$ cat src/hw/charger_ctrl_pkg.sv
/*
  Constants and carrier types for the battery charger control register.
  Assumes a single 20 MHz core clock and a plain strobe-based register port.
*/
package charger_ctrl_pkg;

  // ----------------------------------------------------------------------
  // Clock and timing
  // ----------------------------------------------------------------------
  localparam int unsigned CORE_CLK_HZ          = 20_000_000;
  localparam int unsigned SECONDS_PER_MIN      = 60;
  localparam int unsigned REMAIN_UNIT_SECONDS  = 2048;
  localparam int unsigned REMAIN_UNIT_SHIFT    = $clog2(REMAIN_UNIT_SECONDS);
  localparam int unsigned TIMEOUT_BASE_MIN     = 300;
  localparam int unsigned TIMEOUT_STEP_MIN     = 30;
  localparam int unsigned TIMEOUT_MAX_MIN      = 510;
  localparam int unsigned CYCLES_PER_SECOND    = CORE_CLK_HZ;
  localparam int unsigned SECONDS_WIDTH        = $clog2(TIMEOUT_MAX_MIN * SECONDS_PER_MIN + 1);
  localparam logic [3:0]  TIMEOUT_BASE_CODE    = 4'h8;
  localparam logic [SECONDS_WIDTH-1:0] TIMEOUT_BASE_SECONDS =
    SECONDS_WIDTH'(TIMEOUT_BASE_MIN * SECONDS_PER_MIN);
  localparam logic [SECONDS_WIDTH-1:0] TIMEOUT_STEP_SECONDS =
    SECONDS_WIDTH'(TIMEOUT_STEP_MIN * SECONDS_PER_MIN);

  // ----------------------------------------------------------------------
  // Register map
  // ----------------------------------------------------------------------
  localparam int unsigned ADDR_WIDTH           = 8;
  localparam int unsigned DATA_WIDTH           = 16;
  localparam logic [ADDR_WIDTH-1:0] CHARGE_CONTROL_OFFSET = 8'h00;

  localparam int unsigned TIMEOUT_LSB          = 8;
  localparam int unsigned FB_IGNORE_BIT        = 7;
  localparam int unsigned TRICKLE_BIT          = 6;
  localparam int unsigned VSEL_LSB             = 4;
  localparam int unsigned ISEL_LSB             = 0;

  localparam logic       FB_IGNORE_RESET       = 1'b0;
  localparam logic       TRICKLE_RESET         = 1'b0;
  localparam logic [1:0] VSEL_RESET            = 2'h0;
  localparam logic [3:0] ISEL_RESET            = 4'h6;
  localparam logic [3:0] TIMEOUT_DEFAULT       = 4'h8;

  // ----------------------------------------------------------------------
  // Carrier types
  // ----------------------------------------------------------------------
  typedef struct packed {
    logic [3:0] timeout_code;
    logic       wall_feedback_ignore;
    logic       trickle_current_select;
    logic [1:0] charge_voltage_select;
    logic [3:0] fast_current_select;
  } charger_settings_type;

  typedef struct packed {
    logic [ADDR_WIDTH-1:0] addr;
    logic [DATA_WIDTH-1:0] wdata;
    logic                  wr;
    logic                  rd;
  } reg_request_type;

endpackage

$ cat src/hw/charger_control_register.sv
/*
  Battery charger control register with key-protected fields, remaining
  charge time readback and wall feedback masking.
  Assumes the lock and the charger state machine run on core_clk; the wall
  feedback and adaptor supply pins are asynchronous and are synchronised here.
*/
// The plain strobed port and the address map were chosen for this implementation.
module charger_control_register
  import charger_ctrl_pkg::*;
#(
  parameter logic [3:0]  TIMEOUT_RESET_CODE = TIMEOUT_DEFAULT,
  parameter int unsigned CYCLES_PER_SEC     = CYCLES_PER_SECOND
) (
  input  wire logic                                  core_clk,
  input  wire logic                                  rst_n,
  input  wire charger_ctrl_pkg::reg_request_type     reg_req,
  output logic      [charger_ctrl_pkg::DATA_WIDTH-1:0] reg_rdata,
  input  wire logic                                  key_unlocked,
  input  wire logic                                  fb_ignore_clear,
  input  wire logic                                  charge_active,
  input  wire logic                                  wall_feedback_signal,
  input  wire logic                                  adaptor_supply_input,
  output charger_ctrl_pkg::charger_settings_type     settings,
  output logic                                       wall_feedback_honoured,
  output logic                                       charge_timer_expired
);
  import charger_ctrl_pkg::*;

  typedef struct packed {
    charger_settings_type  settings;
    logic [DATA_WIDTH-1:0] rdata;
    logic [1:0]            fb_sync;
    logic [1:0]            adaptor_sync;
    logic                  feedback_out;
  } ctrl_state_type;

  ctrl_state_type state;
  ctrl_state_type next_state;
  logic [3:0]     remaining_code;
  logic           write_hit;
  logic           read_hit;

  // ----------------------------------------------------------------------
  // Charge timer
  // ----------------------------------------------------------------------
  charge_timer #(
    .CYCLES_PER_SEC (CYCLES_PER_SEC)
  ) u_charge_timer (
    .core_clk       (core_clk),
    .rst_n          (rst_n),
    .charge_active  (charge_active),
    .timeout_code   (state.settings.timeout_code),
    .remaining_code (remaining_code),
    .expired        (charge_timer_expired)
  );

  // ----------------------------------------------------------------------
  // Register access and feedback path
  // ----------------------------------------------------------------------
  always_comb begin
    next_state = state;
    write_hit = reg_req.wr && (reg_req.addr == CHARGE_CONTROL_OFFSET);
    read_hit  = reg_req.rd && (reg_req.addr == CHARGE_CONTROL_OFFSET);

    // Protected fields only take a write while the key is unlocked.
    if (write_hit && key_unlocked) begin
      next_state.settings.timeout_code =
        reg_req.wdata[TIMEOUT_LSB +: 4];
      next_state.settings.wall_feedback_ignore =
        reg_req.wdata[FB_IGNORE_BIT];
      next_state.settings.trickle_current_select =
        reg_req.wdata[TRICKLE_BIT];
      next_state.settings.charge_voltage_select =
        reg_req.wdata[VSEL_LSB +: 2];
      next_state.settings.fast_current_select =
        reg_req.wdata[ISEL_LSB +: 4];
    end

    // The state machine clear overrides a same-cycle software write.
    if (fb_ignore_clear) begin
      next_state.settings.wall_feedback_ignore = FB_IGNORE_RESET;
    end

    // Read data stands for exactly the cycle after the read strobe.
    next_state.rdata = '0;
    if (read_hit) begin
      next_state.rdata[TIMEOUT_LSB +: 4]  = remaining_code;
      next_state.rdata[FB_IGNORE_BIT]     = state.settings.wall_feedback_ignore;
      next_state.rdata[TRICKLE_BIT]       = state.settings.trickle_current_select;
      next_state.rdata[VSEL_LSB +: 2]     = state.settings.charge_voltage_select;
      next_state.rdata[ISEL_LSB +: 4]     = state.settings.fast_current_select;
    end

    // Two-flop synchronisers for the asynchronous pins.
    next_state.fb_sync      = {state.fb_sync[0], wall_feedback_signal};
    next_state.adaptor_sync = {state.adaptor_sync[0], adaptor_supply_input};

    // Feedback reaches the charger only from the adaptor and when not masked.
    next_state.feedback_out = state.fb_sync[1] && state.adaptor_sync[1]
      && !state.settings.wall_feedback_ignore;
  end

  always_ff @(posedge core_clk or negedge rst_n) begin
    if (!rst_n) begin
      state <= '0;
      state.settings.timeout_code           <= TIMEOUT_RESET_CODE;
      state.settings.wall_feedback_ignore   <= FB_IGNORE_RESET;
      state.settings.trickle_current_select <= TRICKLE_RESET;
      state.settings.charge_voltage_select  <= VSEL_RESET;
      state.settings.fast_current_select    <= ISEL_RESET;
    end else begin
      state <= next_state;
    end
  end

  assign reg_rdata              = state.rdata;
  assign settings               = state.settings;
  assign wall_feedback_honoured = state.feedback_out;
endmodule

$ cat src/hw/charge_timer.sv
/*
  Charge timeout counter: loads the selected timeout when charging starts,
  counts it down once a second and flags expiry.
  Assumes charge_active comes from logic on the same clock.
*/
module charge_timer
  import charger_ctrl_pkg::*;
#(
  parameter int unsigned CYCLES_PER_SEC = CYCLES_PER_SECOND
) (
  input  wire logic                     core_clk,
  input  wire logic                     rst_n,
  input  wire logic                     charge_active,
  input  wire logic [3:0]               timeout_code,
  output logic      [3:0]               remaining_code,
  output logic                          expired
);
  localparam int unsigned PW = (CYCLES_PER_SEC > 1) ? $clog2(CYCLES_PER_SEC) : 1;

  typedef struct packed {
    logic                     active_d;
    logic [PW-1:0]            prescale;
    logic [SECONDS_WIDTH-1:0] seconds;
    logic                     expired;
  } timer_state_type;

  timer_state_type state;
  timer_state_type next_state;
  logic [3:0]      code_eff;

  // ----------------------------------------------------------------------
  // Countdown
  // ----------------------------------------------------------------------
  always_comb begin
    next_state = state;
    next_state.active_d = charge_active;
    code_eff = (timeout_code < TIMEOUT_BASE_CODE) ? TIMEOUT_BASE_CODE : timeout_code;
    if (charge_active && !state.active_d) begin
      // Each code step above the base adds one step of time.
      next_state.seconds = TIMEOUT_BASE_SECONDS
        + SECONDS_WIDTH'(code_eff - TIMEOUT_BASE_CODE) * TIMEOUT_STEP_SECONDS;
      next_state.prescale = '0;
      next_state.expired = 1'b0;
    end else if (charge_active && state.seconds != '0) begin
      if (state.prescale == PW'(CYCLES_PER_SEC - 1)) begin
        next_state.prescale = '0;
        next_state.seconds = state.seconds - SECONDS_WIDTH'(1);
        if (state.seconds == SECONDS_WIDTH'(1)) begin
          next_state.expired = 1'b1;
        end
      end else begin
        next_state.prescale = state.prescale + PW'(1);
      end
    end
  end

  always_ff @(posedge core_clk or negedge rst_n) begin
    if (!rst_n) begin
      state <= '0;
    end else begin
      state <= next_state;
    end
  end

  // Remaining time in whole units of 2048 seconds.
  assign remaining_code = state.seconds[REMAIN_UNIT_SHIFT +: 4];
  assign expired = state.expired;
endmodule

$ cat config.mk
export PLATFORM = sky130hd
export DESIGN_NAME = charger_control_register
export DESIGN_NICKNAME = d
export VERILOG_FILES = /design/src/hw/charger_ctrl_pkg.sv /design/src/hw/charger_control_register.sv /design/src/hw/charge_timer.sv
export SDC_FILE = /design/constraint.sdc
export NUM_CORES = 1
export LEC_CHECK = 0
export BUFFER_PORTS_ARGS = -buffer_cell sky130_fd_sc_hd__buf_2
export CAP_MARGIN = 20
export CELL_PAD_IN_SITES_DETAIL_PLACEMENT = 0
export CELL_PAD_IN_SITES_GLOBAL_PLACEMENT = 1
export CORE_UTILIZATION = 44
export CTS_BUF_LIST = sky130_fd_sc_hd__clkbuf_4 sky130_fd_sc_hd__clkbuf_8 sky130_fd_sc_hd__clkbuf_16
export CTS_CLUSTER_SIZE = 10
export DETAILED_ROUTE_END_ITERATION = 12
export GPL_TIMING_DRIVEN = 0
export PLACE_DENSITY = 0.85
export SLEW_MARGIN = 5
export SYNTH_ARGS = -nofsm -noshare
export SYNTH_HDL_FRONTEND = slang
export SYNTH_HIERARCHICAL = 1
export SYNTH_SLANG_ARGS = --single-unit
$ cat constraint.sdc
create_clock -name core_clk -period 3 [get_ports core_clk]
set_clock_uncertainty 0.2 [all_clocks]
set_input_delay 0.15 -clock core_clk [delete_from_list [all_inputs] [get_ports core_clk]]
set_output_delay 0.15 -clock core_clk [all_outputs]
set_load 0.03 [all_outputs]
==> Word level (Yosys, flattened, before mapping) <==
Index checks and enable logic that the tools add are counted.
{ "totals": {"register_bits": 71, "input_bits": 33, "output_inout_bits": 30, "word_cells": 47} }
{ "op_classes": {"n_addsub": 4, "multipliers": 1, "magnitude_cmp": 1, "n_eq_ne": 2, "muxes": 9, "reduce_logical": 17} }
{ "op_table": {"columns": ["cell", "count"], "rows": [
  ["41-bit two-way mux", 2],
  ["25-bit by 1-bit adder with 25-bit output, second input constant", 1],
  ["25-bit == test, second input constant", 1],
  ["25-bit two-way mux", 1],
  ["16-bit two-way mux", 1],
  ["15-bit adder, first input constant", 1],
  ["15-bit by 1-bit == test with 1-bit output, second input constant", 1],
  ["15-bit by 8-bit multiplier with 12-bit output, second input constant", 1],
  ["15-bit nonzero test", 1],
  ["15-bit by 1-bit subtractor with 15-bit output, second input constant", 1],
  ["12-bit two-way mux", 1],
  ["8-bit zero test", 1],
  ["8-bit two-way mux", 1],
  ["2-bit nonzero test", 4],
  ["1-bit logical AND", 7],
  ["4-bit by 4-bit subtractor with 5-bit output, second input constant", 1],
  ["4-bit < comparator, second input constant", 1],
  ["4-bit two-way mux", 1],
  ["3-bit AND reduction", 1],
  ["1-bit zero test", 2],
  ["1-bit two-way mux", 2],
  ["2-bit AND reduction", 1]
]} }

==> Logic depth before layout (Yosys ltp) <==
Gate-level depths: netlist of the first run.
{ "logic_depth": {"word_depth": 6, "ltp_mapped": 9, "ltp_nobuf": 9} }

==> Hierarchy <==
The synthesis of the first run kept the hierarchy.
{ "modules_own_cells": {"columns": ["module", "n_inst", "cells_per_inst", "area_per_inst_um2", "seq_area_each_um2"], "rows": [
  ["charge_timer", 1, 293, 2702.6, 1051.0],
  ["charger_control_register", 1, 94, 1239.9, 729.4]
]} }

==> Worst setup path before layout of the first run <==
No wires, ideal clock.
{ "synth_timing": {"path_kind": "register -> register", "start": "reg, netlist name settings[9]", "end": "reg u_charge_timer.state (netlist bit u_charge_timer/remaining_code[0])", "setup_time_ns": 0.095, "arrival_time_ns": 1.892, "t_required_ns": 2.705, "path_slack_ns": 0.813, "path_stages_with_launch": 10, "n_path_buf": 0, "synth_period_minus_slack_ns": 2.187, "cell_sequence": "dfrtp_1 > xor2_1 > and2_1 > ha_1 > ha_1 > xor2_1 > xnor2_1 > xnor2_1 > nor2_1 > o31ai_1"} }
{ "synth_via": {"elab_chain_cells": 6} }
{ "synth_rtl": {"columns": ["item", "line", "rtl"], "rows": [
  ["4-bit < comparator", "charge_timer.sv:37", "code_eff = (timeout_code < TIMEOUT_BASE_CODE) ? TIMEOUT_BASE_CODE : timeout_code;"],
  ["4-bit two-way mux *", "charge_timer.sv:37", null],
  ["4-bit by 4-bit subtractor with 5-bit output *", "charge_timer.sv:41", "+ SECONDS_WIDTH'(code_eff - TIMEOUT_BASE_CODE) * TIMEOUT_STEP_SECONDS;"],
  ["15-bit by 8-bit multiplier with 12-bit output *", "charge_timer.sv:41", null],
  ["15-bit adder *", "charge_timer.sv:41", null],
  ["41-bit two-way mux *", "charge_timer.sv:38", "if (charge_active && !state.active_d) begin"],
  ["end signal: assignment", "charge_timer.sv:61", "state <= next_state;"],
  ["end: declaration", "charge_timer.sv:27", "timer_state_type state;"]
]} }
Every way passes the cells marked *; elsewhere a longest branch is shown, timed or not.
A chain may end at the register's enable or synchronous reset.

==> Worst setup path in the final report of the first run <==
{ "layout_timing": {"start": "reg u_charge_timer/state[1] (netlist bit)", "end": "reg u_charge_timer/state[21] (netlist bit)"} }
{ "layout_via": {"elab_chain_cells": 3} }
{ "layout_rtl": {"columns": ["item", "line", "rtl"], "rows": [
  ["15-bit nonzero test", "charge_timer.sv:44", "end else if (charge_active && state.seconds != '0) begin"],
  ["1-bit logical AND", "charge_timer.sv:44", null],
  ["2-bit nonzero test (no source line)", null, null]
]} }
Every way passes these cells.

==> load_flow_metrics.sql, run 1 <==
INSERT INTO impl_metrics (metric_group, metric, value, unit) VALUES
('clock_tree', 'clkLatencyLatePin', '340', 'ps'),
('hold_path', 'hold_class', 'in -> reg', ''),
('timing', 'slew_headroom', '61.5', '%'),
('clock_tree', 'clock_tree.buffer_depth', '2', ''),
('power_and_ir_drop', 'pwr_density_cell', '471', 'nW/um^2'),
('placed_design', 'dp.final_hpwl', '6.34', 'mm'),
('clock_tree', 'clock_buffers_created_by_tritoncts', '9', ''),
('hold_path', 'min-delay-start', 'reg_req[24]', ''),
('routing', 'routedWlPerCell', '15.4', 'microns'),
('setup_path', 'timing.critical_path.required', '3010', 'ps'),
('synth', 'yosysWarnings', '6', ''),
('setup_path', 'highest_net_fanout_along_the_worst_path', '10', ''),
('hold_path', 'whs_endpoint', 'reg_rdata[11]', ''),
('setup_path', 'reg_to_reg_critical_path_startpoint', 'u_charge_timer/state[1]', ''),
('synth', 'avgSynthCellArea', '10.2', 'sq um'),
('clock_tree', 'clkSlewWorstSetupHoldPaths', '80', 'ps'),
('final_layout', 'final.fill_count', '824', ''),
('routing', 'drt_first_pass_iters', '5', ''),
('final_layout', 'fin_nets', '514', ''),
('clock_tree', 'cts.repair.resized', '0', ''),
('clock_tree', 'post_cts.repair.setup_buffers', '0', ''),
('power_and_ir_drop', 'switchingPower', '0.670', 'mW'),
('power_and_ir_drop', 'logic_pwr_share', '16.1', '%'),
('final_layout', 'areaGrowthSynthToFinish', '21.1', '%'),
('routing', 'vias', '3198', ''),
('timing', 'drv_slew', '0', ''),
('synth', 'yosys-top-cells-count', '68 x sky130_fd_sc_hd__dfrtp_1, 34 x sky130_fd_sc_hd__nor2_1, 32 x sky130_fd_sc_hd__buf_4', ''),
('power_and_ir_drop', 'internal_power', '1.58', 'mW'),
('floorplan', 'die_height', '96.7', 'microns'),
('floorplan', 'die_w', '96.7', 'microns'),
('placed_design', 'gp_routability_congestion', '0.830', ''),
('timing', 'layout_worst_path_cycle_share', '82.4', '%'),
('routing', 'drt_wl_total', '9.07', 'mm'),
('clock_tree', 'root_buffer_master', 'sky130_fd_sc_hd__clkbuf_8', ''),
('synth', 'synthCells', '387', ''),
('placed_design', 'placement.io_buffers', '54', ''),
('timing', 'setup_repair_after_global_routing_missed_its_margin', 'false', ''),
('timing', 'finalSetupViolations', '0', ''),
('grt', 'first_global_vias', '3159', ''),
('floorplan', 'initial_core_util', '45.4', '%'),
('clock_tree', 'tritoncts_clock_tree', 'done', ''),
('grt', 'grt_use_total', '21.0', '%'),
('setup_path', 'worst_setup_path_start_kind', 'register', ''),
('synth', 'most_numerous_cell_in_the_yosys_netlist', 'sky130_fd_sc_hd__dfrtp_1', ''),
('grt', 'grt_first_pass_wirelength', '15.8', 'mm'),
('power_and_ir_drop', 'switching_part_of_the_total', '29.8', '%'),
('power_and_ir_drop', 'leakage', '2.33', 'nW'),
('synth', 'synthArstFlopShare', '100', '%'),
('grt', 'largest_net_degree_at_the_start_of_global_routing', '42', ''),
('timing', 'achievable-frequency', '0.404', 'GHz'),
('synth', 'post-synth-top-area-fraction', '43.2', '%'),
('clock_tree', 'cts.htree.levels', '3', ''),
('floorplan', 'die_area', '9340', 'sq um'),
('synth', 'synth-seq-cells', '71', ''),
('synth', 'synthDistinctLibCells', '60', ''),
('setup_path', 'worstSetupEndpointType', 'register', ''),
('grt', 'grt_antenna_before_repair', '0', ''),
('setup_path', 'crit-reg2reg-capture', 'u_charge_timer/state[21]', ''),
('synth', 'synth-seq-area-share', '45.2', '%'),
('final_layout', 'antennaDiodeCount', '0', ''),
('synth', 'synth_flop_cell', 'sky130_fd_sc_hd__dfrtp_1', ''),
('setup_path', 'critical_path_arrival', '2480', 'ps'),
('timing', 'hold_violation_total_from_the_final_report', '0', ''),
('setup_path', 'worstSetupPathType', 'reg -> reg', ''),
('status', 'outcome', 'completed', ''),
('timing', 'timing.final.crit_period', '2470', 'ps'),
('power_and_ir_drop', 'overall_power_after_layout', '2.25', 'mW'),
('synth', 'synth.cell_area', '3940', 'sq um'),
('final_layout', 'layout-drive-gt1-share', '30.8', '%'),
('power_and_ir_drop', 'share_seq_of_total_power', '49.6', '%'),
('synth', 'netlist_top_cells_area', 'sky130_fd_sc_hd__dfrtp_1 43%, sky130_fd_sc_hd__buf_4 6.1%, sky130_fd_sc_hd__xor2_1 3.6%', '');
-- cell usage in the layout, fill, tap and decap left out, types with 9 or more instances in the layout --
master and n:
sky130_fd_sc_hd__dfrtp_1 68, sky130_fd_sc_hd__buf_2 56, sky130_fd_sc_hd__nor2_1 34, sky130_fd_sc_hd__buf_4 33, sky130_fd_sc_hd__nand2_1 19, sky130_fd_sc_hd__dlygate4sd3_1 19, sky130_fd_sc_hd__and2_1 17, sky130_fd_sc_hd__nand3_1 17
sky130_fd_sc_hd__xor2_1 16, sky130_fd_sc_hd__nand4_1 16, sky130_fd_sc_hd__a31oi_1 15, sky130_fd_sc_hd__mux2_2 12, sky130_fd_sc_hd__o21ai_0 12, sky130_fd_sc_hd__clkbuf_8 9
-- sequential cells by signal (all words and copies together), names as in the netlist --
name / cells
u_charge_timer/state: 37
state: 2
u_charge_timer/remaining_code: 4
next_state: 2
settings: 12
reg_rdata: 12
u_charge_timer/expired: 1
wall_feedback_honoured: 1
-- metal layers --
layer / vias up / track usage [%] / wire length [microns] / part of all wire, %
met5: - / 0 / 0 / 0
met4: 0 / 7.92 / 148 / 1.6
met3: 14 / 3.25 / 375 / 4.1
met2: 84 / 32.4 / 4420 / 49
met1: 1569 / 29.7 / 4120 / 45
li1: 1531 / - / - / -
-- layout make-up --
type,instances,area [sq um],area share (%)
plain buffers,49,347,7.26
clock buffers,10,131,2.75
well taps,108,135,2.83
multi-input cells,262,1800,37.6
clock inverters,6,71.3,1.49
flip-flops and latches,71,1780,37.3
repair buffers,74,483,10.1
inverters,8,30.0,0.629
-- power groups by stage --
stage | clock network (mW) | logic [mW] | registers, mW
6_report | 0.771 | 0.362 | 1.12
5_1_grt | 0.840 | 0.404 | 1.13
4_1_cts | 0.794 | 0.359 | 1.11
3_5_place_dp | 0 | 0.340 | 1.13
3_3_place_gp | 0 | 0.327 | 1.12
2_1_floorplan | 0 | 0.241 | 1.11
-- worst max-delay path by stage --
stage	to	slack [ps]	depth (start not counted)
2_1_floorplan	u_charge_timer/remaining_code[0]	810	9
3_3_place_gp	u_charge_timer/state[20]	560	8
3_5_place_dp	u_charge_timer/state[21]	570	9
4_1_cts	u_charge_timer/state[21]	540	9
5_1_grt	u_charge_timer/state[31]	340	8
6_report	u_charge_timer/state[21]	530	9
-- critical path, stage by stage, from the launching register on --
cell                      delay (ps)
sky130_fd_sc_hd__dfrtp_1         400
sky130_fd_sc_hd__inv_1           130
sky130_fd_sc_hd__ha_1            240
sky130_fd_sc_hd__nor4b_4         360
sky130_fd_sc_hd__nand4_4         260
sky130_fd_sc_hd__and2_1          260
sky130_fd_sc_hd__buf_6           140
sky130_fd_sc_hd__buf_6           140
sky130_fd_sc_hd__a31oi_1         150
sky130_fd_sc_hd__a31oi_1          60
-- logic make-up (layout without fill, tap and decap cells) --
logic type      after synthesis  in the layout  share of synthesized area, %
fa+ha+maj                     6              6                          1.90
simple gates                156            156                          24.3
compound gates               63             63                          10.9
flops                        71             71                          45.2
other cells                   1              4                        0.0951
xor+xnor                     19             19                          4.22
mux                          14             14                          3.94
buf+inv                      57            147                          9.55
-- stage by stage --
stage | worst slack, ps | std cells | hold slack, ps | area (sq um) | util (%)
6_report | 528 | 588 | 57.9 | 4770 | 55.0
5_1_grt | 336 | 588 | 78.2 | 4770 | 55.0
4_1_cts | 540 | 588 | 55.5 | 4770 | 55.0
3_5_place_dp | 571 | 553 | -82.2 | 4380 | 50.5
3_3_place_gp | 564 | 552 | 58.5 | 4360 | 50.2
2_1_floorplan | 813 | 390 | -346 | 3950 | -
Power figures use the tool's default switching activity.
==> inputs of run 2 (changes only) <==
==> constraint.sdc (replaced) <==
create_clock -name core_clk -period 2.5 [get_ports core_clk]
set_clock_uncertainty 0.2 [all_clocks]
set_input_delay 0.125 -clock core_clk [delete_from_list [all_inputs] [get_ports core_clk]]
set_output_delay 0.125 -clock core_clk [all_outputs]
set_load 0.03 [all_outputs]
==> run 2 against run 1 <==
Sequential share of layout area shrank 0.29 points. Hold slack lost 25 ps. Critical path depth is the same. Via count grew 0.66%. Utilization grew 0.50 points. Clock power grew 20%. Highest routed layer unchanged.
==> load_flow_metrics.sql, run 2 (synthesis gave the netlist of run 1 again) <==
INSERT INTO impl_metrics (metric_group, metric, value, unit) VALUES
('status', 'outcome', 'completed', ''),
('final_layout', 'top_register', 'u_charge_timer/state', ''),
('routing', 'routedWlPerCell', '15.4', 'microns'),
('routing', 'drt_first_pass_iters', '5', ''),
('timing', 'layout_worst_path_cycle_share', '94.5', '%'),
('clock_tree', 'cts.htree.levels', '3', ''),
('routing', 'drt_wl_total', '9.13', 'mm'),
('clock_tree', 'clock_tree.buffer_depth', '2', ''),
('setup_path', 'worstSetupEndpointType', 'register', ''),
('setup_path', 'critPathMaxStageDelay', '450', 'ps'),
('setup_path', 'critical-path-top-delay-family', 'XOR/XNOR gates', ''),
('timing', 'timing.final.crit_period', '2360', 'ps'),
('clock_tree', 'tritoncts_clock_tree', 'done', ''),
('grt', 'global_route.usage.met1', '29.7', '%'),
('timing', 'timing.hold.ws', '33.1', 'ps'),
('clock_tree', 'clkSlewWorstSetupHoldPaths', '80', 'ps'),
('timing', 'achievable-frequency', '0.423', 'GHz'),
('power_and_ir_drop', 'overall_power_after_layout', '2.71', 'mW'),
('power_and_ir_drop', 'irDropWorstVdd', '0.266', 'mV'),
('power_and_ir_drop', 'pwr_density_cell', '563', 'nW/um^2'),
('setup_path', 'worstSetupPathType', 'reg -> reg', ''),
('floorplan', 'core_region_area', '8680', 'sq um'),
('setup_path', 'setup.worst_path.end', 'u_charge_timer/remaining_code[0]', ''),
('final_layout', 'fin_nets', '519', ''),
('routing', 'drtAntennaViolNets', '0', ''),
('floorplan', 'initial_core_util', '45.4', '%'),
('routing', 'vias', '3219', ''),
('power_and_ir_drop', 'leakage', '2.35', 'nW'),
('clock_tree', 'clock_buffers_created_by_tritoncts', '9', ''),
('final_layout', 'mostFrequentLayoutCells', '66 x sky130_fd_sc_hd__dfrtp_1, 56 x sky130_fd_sc_hd__buf_2, 38 x sky130_fd_sc_hd__buf_4, 34 x sky130_fd_sc_hd__nor2_1', ''),
('final_layout', 'final_core_occ', '55.5', '%'),
('routing', 'post-route-drc-count', '0', ''),
('setup_path', 'reg_to_reg_critical_path_startpoint', 'settings[9]', ''),
('setup_path', 'highest_net_fanout_along_the_worst_path', '6', ''),
('timing', 'setup_ws', '138', 'ps'),
('setup_path', 'slowest_stage', 'sky130_fd_sc_hd__dfrtp_2', ''),
('setup_path', 'cp_cell_sequence', 'xor2_1, and2_1, ha_1, ha_1, xor2_1, xnor2_1, xnor2_1, nor2_1, o31ai_1', ''),
('floorplan', 'die_area', '9340', 'sq um'),
('placed_design', 'gp_routability_congestion', '0.830', ''),
('timing', 'setup_repair_after_global_routing_missed_its_margin', 'false', ''),
('grt', 'use_met2', '32.4', '%'),
('setup_path', 'reg2reg_depth', '9', ''),
('routing', 'dr.first_iter.drc_count', '237', ''),
('setup_path', 'worst-r2r-setup-slack', '140', 'ps'),
('placed_design', 'dp.final_hpwl', '6.34', 'mm'),
('setup_path', 'critical_path_arrival', '2410', 'ps'),
('setup_path', 'worst_setup_path_start_kind', 'register', ''),
('routing', 'vias_per_cell', '5.43', ''),
('placed_design', 'dpl.cell_count', '553', ''),
('hold_path', 'hold_class', 'in -> reg', ''),
('setup_path', 'critical_path_buf_inv_count', '0', ''),
('final_layout', 'antennaDiodeCount', '0', ''),
('clock_tree', 'clkLatencyLatePin', '340', 'ps'),
('floorplan', 'die_w', '96.7', 'microns'),
('grt', 'global_route.peak_usage_layer', 'met2', ''),
('setup_path', 'critical_path.startpoint', 'settings[9]', ''),
('grt', 'largest_net_degree_at_the_start_of_global_routing', '42', ''),
('clock_tree', 'clock_sink_count', '71', ''),
('clock_tree', 'root_buffer_master', 'sky130_fd_sc_hd__clkbuf_8', ''),
('final_layout', 'layout.cells.most_common', 'sky130_fd_sc_hd__dfrtp_1', ''),
('floorplan', 'num_io_pins', '63', ''),
('final_layout', 'areaGrowthSynthToFinish', '22.2', '%'),
('timing', 'worst_slew_pin_slew', '566', 'ps'),
('placed_design', 'detailed_place.area', '4380', 'sq um'),
('final_layout', 'layout-drive-gt1-share', '32.6', '%'),
('timing', 'finalSetupViolations', '0', ''),
('placed_design', 'placement.setup.worst_slack', '70.7', 'ps'),
('grt', 'grt_overflow_total', '0', ''),
('grt', 'globalRouteMet3Util', '3.25', '%'),
('floorplan', 'die_height', '96.7', 'microns'),
('timing', 'total_negative_slack_for_setup_checks', '0', 'ps'),
('placed_design', 'placement.io_buffers', '54', ''),
('setup_path', 'timing.critical_path.required', '2550', 'ps'),
('floorplan', 'row_count', '34', ''),
('grt', 'grt_use_total', '21.0', '%'),
('setup_path', 'cp.depth', '9', ''),
('final_layout', 'largest_register_ff_count', '37', ''),
('grt', 'grt_first_pass_wirelength', '15.8', 'mm'),
('final_layout', 'finalNonFillerCells', '593', ''),
('grt', 'first_global_vias', '3159', ''),
('run', 'max_cap_viols', '0', ''),
('timing', 'hold_violation_total_from_the_final_report', '0', ''),
('grt', 'grt_antenna_before_repair', '0', ''),
('setup_path', 'crit-reg2reg-capture', 'u_charge_timer/remaining_code[0]', ''),
('timing', 'drv_slew', '0', ''),
('timing', 'slew_headroom', '62.2', '%'),
('final_layout', 'layout.cell_area.non_filler', '4820', 'sq um');
==> run 2: changes by cell type in the layout (fill, tap and decap cells not counted), sizes merged <==
cell / change
buf: +5
==> run 2: final cells by class <==
| type | count | area (sq um) |
|---|---|---|
| Fill cell | 819 | 3860 |
| Multi-Input combinational cell | 262 | 1800 |
| Sequential cell | 71 | 1780 |
| Timing Repair Buffer | 79 | 520 |
| Buffer | 49 | 348 |
| Tap cell | 108 | 135 |
| Clock buffer | 10 | 131 |
| Clock inverter | 6 | 71.3 |
| Inverter | 8 | 30.0 |
==> run 2: worst min path at each step <==
| stage | slack, ps | depth (start not counted) | from | end |
|---|---|---|---|---|
| after detailed placement | -110 | 1 | rst_n | reg_rdata[1] |
| after global placement | 30 | 1 | adaptor_supply_input | next_state[2] |
| final | 30 | 4 | reg_req[24] | reg_rdata[11] |
| after global routing | 50 | 4 | reg_req[20] | reg_rdata[4] |
| after floorplan | -370 | 0 | rst_n | next_state[2] |
| after CTS | 30 | 4 | reg_req[24] | reg_rdata[4] |
==> run 2: repair_timing <==
| item | 4_1_cts | 5_1_grt |
|---|---|---|
| endpoints found under the hold margin | 87 | 0 |
| setup buffers | 0 | 5 |
| resized for setup | 0 | 6 |
| setup endpoints to repair | 0 | 26 |
| hold buffers | 19 | 0 |
==> run 2: tightest hold or removal path, cell delays in order <==
cell and delay, ps:
sky130_fd_sc_hd__buf_2 70, sky130_fd_sc_hd__or4_4 120, sky130_fd_sc_hd__nor3_1 70, sky130_fd_sc_hd__and2_1 150
==> run 2: metal layers <==
| layer | share of wire (%) | routed length (microns) |
|---|---|---|
| met3 | 5.5 | 502 |
| met2 | 49 | 4480 |
| met4 | 1.6 | 146 |
| met5 | 0 | 0 |
| met1 | 44 | 4000 |
==> run 2: power breakdown <==
part	leakage, nW	switching (mW)	total [mW]	internal, mW
Combinational	1.33	0.247	0.446	0.199
Clock	0.0961	0.449	0.926	0.477
Sequential	0.931	0.113	1.34	1.23
Total	2.35	0.808	2.71	1.90
==> inputs of run 3 (changes only) <==
--- a/config.mk
+++ b/config.mk
@@ -5,14 +5,15 @@
 export SDC_FILE = /design/constraint.sdc
 export NUM_CORES = 1
 export LEC_CHECK = 0
-export BUFFER_PORTS_ARGS = -buffer_cell sky130_fd_sc_hd__buf_2
+export ABC_AREA = 1
 export CAP_MARGIN = 20
 export CELL_PAD_IN_SITES_DETAIL_PLACEMENT = 0
 export CELL_PAD_IN_SITES_GLOBAL_PLACEMENT = 1
-export CORE_UTILIZATION = 44
+export CORE_UTILIZATION = 46
 export CTS_BUF_LIST = sky130_fd_sc_hd__clkbuf_4 sky130_fd_sc_hd__clkbuf_8 sky130_fd_sc_hd__clkbuf_16
 export CTS_CLUSTER_SIZE = 10
 export DETAILED_ROUTE_END_ITERATION = 12
+export DONT_BUFFER_PORTS = 1
 export GPL_TIMING_DRIVEN = 0
 export PLACE_DENSITY = 0.85
 export SLEW_MARGIN = 5
==> run 3 against run 2 <==
Register-to-register slack improved by 20 ps. Hold slack got worse by 4.3 ps. Sequential power increased by 7%. Cell count increased by 34%. Non-clock buffer count decreased by 57. Design area increased by 5.5%. Clock power decreased by 11%. Total power increased by 13%. Area after synthesis increased by 13%. Global-route usage increased by 2.8 points. Critical endpoint unchanged. Largest cell class unchanged.
==> load_flow_metrics.sql, run 3 <==
INSERT INTO impl_metrics (metric_group, metric, value, unit) VALUES
('status', 'outcome', 'completed', ''),
('setup_path', 'timing.critical_path.required', '2550', 'ps'),
('synth', 'synthArstFlopShare', '100', '%'),
('synth', 'synth-seq-area-share', '40.1', '%'),
('timing', 'setup_ws', '162', 'ps'),
('power_and_ir_drop', 'pwr_density_cell', '601', 'nW/um^2'),
('clock_tree', 'clock_sink_count', '71', ''),
('routing', 'vias', '3967', ''),
('placed_design', 'placement.setup.worst_slack', '-16.8', 'ps'),
('synth', 'netlist_top_cells_area', 'sky130_fd_sc_hd__dfrtp_1 38%, sky130_fd_sc_hd__nand2_1 16%, sky130_fd_sc_hd__nor2_1 6.4%', ''),
('floorplan', 'num_io_pins', '63', ''),
('routing', 'drt_first_pass_iters', '4', ''),
('final_layout', 'layout-drive-gt1-share', '16.6', '%'),
('clock_tree', 'clkLatencyLatePin', '350', 'ps'),
('timing', 'drv_slew', '0', ''),
('synth', 'yosys-top-cells-count', '190 x sky130_fd_sc_hd__nand2_1, 76 x sky130_fd_sc_hd__nor2_1, 68 x sky130_fd_sc_hd__dfrtp_1, 68 x sky130_fd_sc_hd__inv_1, 52 x sky130_fd_sc_hd__nand3_1', ''),
('final_layout', 'multi_input_area', '2110', 'sq um'),
('hold_path', 'hold_class', 'in -> reg', ''),
('grt', 'largest_net_degree_at_the_start_of_global_routing', '72', ''),
('final_layout', 'sequential_cell_area', '1780', 'sq um'),
('setup_path', 'critical-path-top-delay-family', 'simple AND/OR/NAND/NOR gates', ''),
('placed_design', 'dp.final_hpwl', '7.75', 'mm'),
('setup_path', 'worst_setup_path_start_kind', 'register', ''),
('timing', 'slew_headroom', '56.5', '%'),
('setup_path', 'critical_path_buf_inv_count', '3', ''),
('routing', 'routedWlPerCell', '13.7', 'microns'),
('run', 'max_cap_viols', '0', ''),
('routing', 'post-route-drc-count', '0', ''),
('final_layout', 'fin_nets', '698', ''),
('final_layout', 'areaGrowthSynthToFinish', '14.6', '%'),
('floorplan', 'row_count', '35', ''),
('setup_path', 'worstSetupPathType', 'reg -> reg', ''),
('clock_tree', 'tritoncts_clock_tree', 'done', ''),
('setup_path', 'worstSetupEndpointType', 'register', ''),
('setup_path', 'critical_path_arrival', '2380', 'ps'),
('grt', 'first_global_vias', '3927', ''),
('grt', 'grt_antenna_before_repair', '0', ''),
('synth', 'yosys.area.top_type', 'sky130_fd_sc_hd__dfrtp_1', ''),
('power_and_ir_drop', 'leakage', '2.54', 'nW'),
('final_layout', 'layout.cells.most_common', 'sky130_fd_sc_hd__nand2_1', ''),
('floorplan', 'die_height', '100', 'microns'),
('setup_path', 'cp_cell_sequence', 'nand2_4, inv_2, nand2_4, nand2_2, inv_1, ha_1, ha_2, xor2_2, inv_1, nand2_1, nand3_1, nand3_1, nand2_1, nand2_1, nand2_1', ''),
('clock_tree', 'cts.htree.levels', '3', ''),
('clock_tree', 'clkSlewWorstSetupHoldPaths', '80', 'ps'),
('timing', 'timing.hold.ws', '28.8', 'ps'),
('placed_design', 'placement.io_buffers', '0', ''),
('setup_path', 'critPathMaxStageDelay', '580', 'ps'),
('final_layout', 'final.fill_count', '936', ''),
('power_and_ir_drop', 'irDropWorstVdd', '0.362', 'mV'),
('setup_path', 'crit_path_frequent_cell', 'sky130_fd_sc_hd__nand2_1', ''),
('timing', 'finalSetupViolations', '0', ''),
('synth', 'synth_flop_cell', 'sky130_fd_sc_hd__dfrtp_1', ''),
('floorplan', 'initial_core_util', '47.8', '%'),
('grt', 'grt_first_pass_wirelength', '18.5', 'mm'),
('synth', 'synth.cell_area', '4440', 'sq um'),
('clock_tree', 'clock_tree.buffer_depth', '2', ''),
('synth', 'most_numerous_cell_in_the_yosys_netlist', 'sky130_fd_sc_hd__nand2_1', ''),
('synth', 'avgSynthCellArea', '7.16', 'sq um'),
('synth', 'synth-edff-count', '0', ''),
('floorplan', 'die_w', '100', 'microns'),
('setup_path', 'slowest_stage', 'sky130_fd_sc_hd__dfstp_2', ''),
('timing', 'worst_slew_pin_slew', '653', 'ps'),
('routing', 'drtAntennaViolNets', '0', ''),
('final_layout', 'largest_register_ff_count', '37', ''),
('floorplan', 'core_region_area', '9280', 'sq um'),
('routing', 'vias_per_cell', '5.00', ''),
('grt', 'grt_use_total', '23.8', '%'),
('timing', 'timing.final.crit_period', '2340', 'ps'),
('floorplan', 'die_area', '10000', 'sq um'),
('final_layout', 'mostFrequentLayoutCells', '185 x sky130_fd_sc_hd__nand2_1, 76 x sky130_fd_sc_hd__nor2_1, 68 x sky130_fd_sc_hd__dfrtp_1, 67 x sky130_fd_sc_hd__inv_1, 51 x sky130_fd_sc_hd__nand3_1', ''),
('final_layout', 'antennaDiodeCount', '0', ''),
('routing', 'dr.first_iter.drc_count', '179', ''),
('timing', 'achievable-frequency', '0.428', 'GHz'),
('timing', 'hold_violation_total_from_the_final_report', '0', ''),
('placed_design', 'gp_routability_congestion', '0.892', ''),
('synth', 'yosysWarnings', '6', ''),
('synth', 'synth-seq-cells', '71', ''),
('synth', 'synthDistinctLibCells', '33', ''),
('clock_tree', 'clock_buffers_created_by_tritoncts', '9', ''),
('routing', 'drt_wl_total', '10.8', 'mm'),
('synth', 'post-synth-top-area-fraction', '38.4', '%'),
('final_layout', 'top_register', 'u_charge_timer/state', ''),
('synth', 'synthCells', '620', ''),
('grt', 'grt_overflow_total', '0', ''),
('setup_path', 'highest_net_fanout_along_the_worst_path', '7', ''),
('timing', 'layout_worst_path_cycle_share', '93.5', '%'),
('clock_tree', 'root_buffer_master', 'sky130_fd_sc_hd__clkbuf_8', '');
run 3: changes by cell type after synthesis, sizes merged, moves of 8 or more:
| cell | previous run | this run |
|---|---|---|
| xor2 | 16 | 8 |
| mux2 | 12 | 0 |
| and2 | 17 | 0 |
| nand3 | 17 | 52 |
| nand2 | 21 | 205 |
| a31oi | 15 | 1 |
| nor2 | 35 | 87 |
| inv | 8 | 69 |
| o21ai | 16 | 26 |
run 3: stage by stage:
stage	instances	setup TNS, ps	area, sq um	power [mW]	utilization [%]
floorplan	623	0	4450	2.03	-
global placement	752	0	4610	2.17	49.6
detailed placement	752	-16.8	4610	2.19	49.6
CTS	791	0	5030	3.10	54.2
global route	793	-2.03	5080	3.30	54.7
finish	793	0	5080	3.05	54.7
run 3: area by class of cell:
class,count,area share (%)
multi-input combinational,436,41.5
sequential,71,35.0
buffer,46,6.57
timing repair buffer,25,5.17
inverter,70,5.17
tap,129,3.18
clock buffer,9,2.44
clock inverter,7,0.960
run 3: cell families (layout without fill, tap and decap cells):
logic type,after synthesis,count (layout),synth area share [%]
other,1,4,0.0845
XOR/XNOR,11,11,2.17
buffers and inverters,116,157,13.5
AO/OA/AOI/OAI,39,39,5.16
adder cells (fa/ha/maj),6,6,1.69
AND/OR/NAND/NOR,376,376,37.3
flip-flops,71,71,40.1
run 3: final timing paths:
path | from | end | slack [ps] | cells past startpoint
hold / removal | charge_active | u_charge_timer/remaining_code[0] | 30 | 4
setup reg to reg | settings[11] | u_charge_timer/remaining_code[0] | 160 | 15
setup / recovery | settings[11] | u_charge_timer/remaining_code[0] | 160 | 15
min in group asynchronous | rst_n | u_charge_timer/state[25] | 130 | 2
hold reg to reg | next_state[2] | state[2] | 150 | 0
max in group asynchronous | rst_n | settings[11] | 1640 | 2
run 3: worst reg2reg max path: stages, from the launching register on:
cell,delay (ps)
sky130_fd_sc_hd__dfstp_2,580
sky130_fd_sc_hd__nand2_4,90
sky130_fd_sc_hd__inv_2,80
sky130_fd_sc_hd__nand2_4,70
sky130_fd_sc_hd__nand2_2,80
sky130_fd_sc_hd__inv_1,40
sky130_fd_sc_hd__ha_1,280
sky130_fd_sc_hd__ha_2,190
sky130_fd_sc_hd__xor2_2,190
sky130_fd_sc_hd__inv_1,60
sky130_fd_sc_hd__nand2_1,70
sky130_fd_sc_hd__nand3_1,80
sky130_fd_sc_hd__nand3_1,90
sky130_fd_sc_hd__nand2_1,60
sky130_fd_sc_hd__nand2_1,50
sky130_fd_sc_hd__nand2_1,50
run 3: power by group:
part           internal [mW]  switching (mW)  leakage, nW  total, mW
clock network          0.361           0.462       0.0894      0.823
registers               1.27           0.162        0.940       1.44
logic                  0.311           0.484         1.51      0.796
run 3: repair_timing:
item	4_1_cts	5_1_grt
pin swaps	0	2
hold buffers	23	0
gates resized for setup	1	10
setup buffers	0	2
endpoints found under the setup margin	1	1
endpoints found under the hold margin	108	0
run 3: metal layers:
metal	vias up	track usage (%)	routed length (microns)
met5	-	0	0
li1	1986	-	-
met1	1868	28.6	4580
met3	18	5.64	528
met4	0	8.25	249
met2	95	41.5	5470
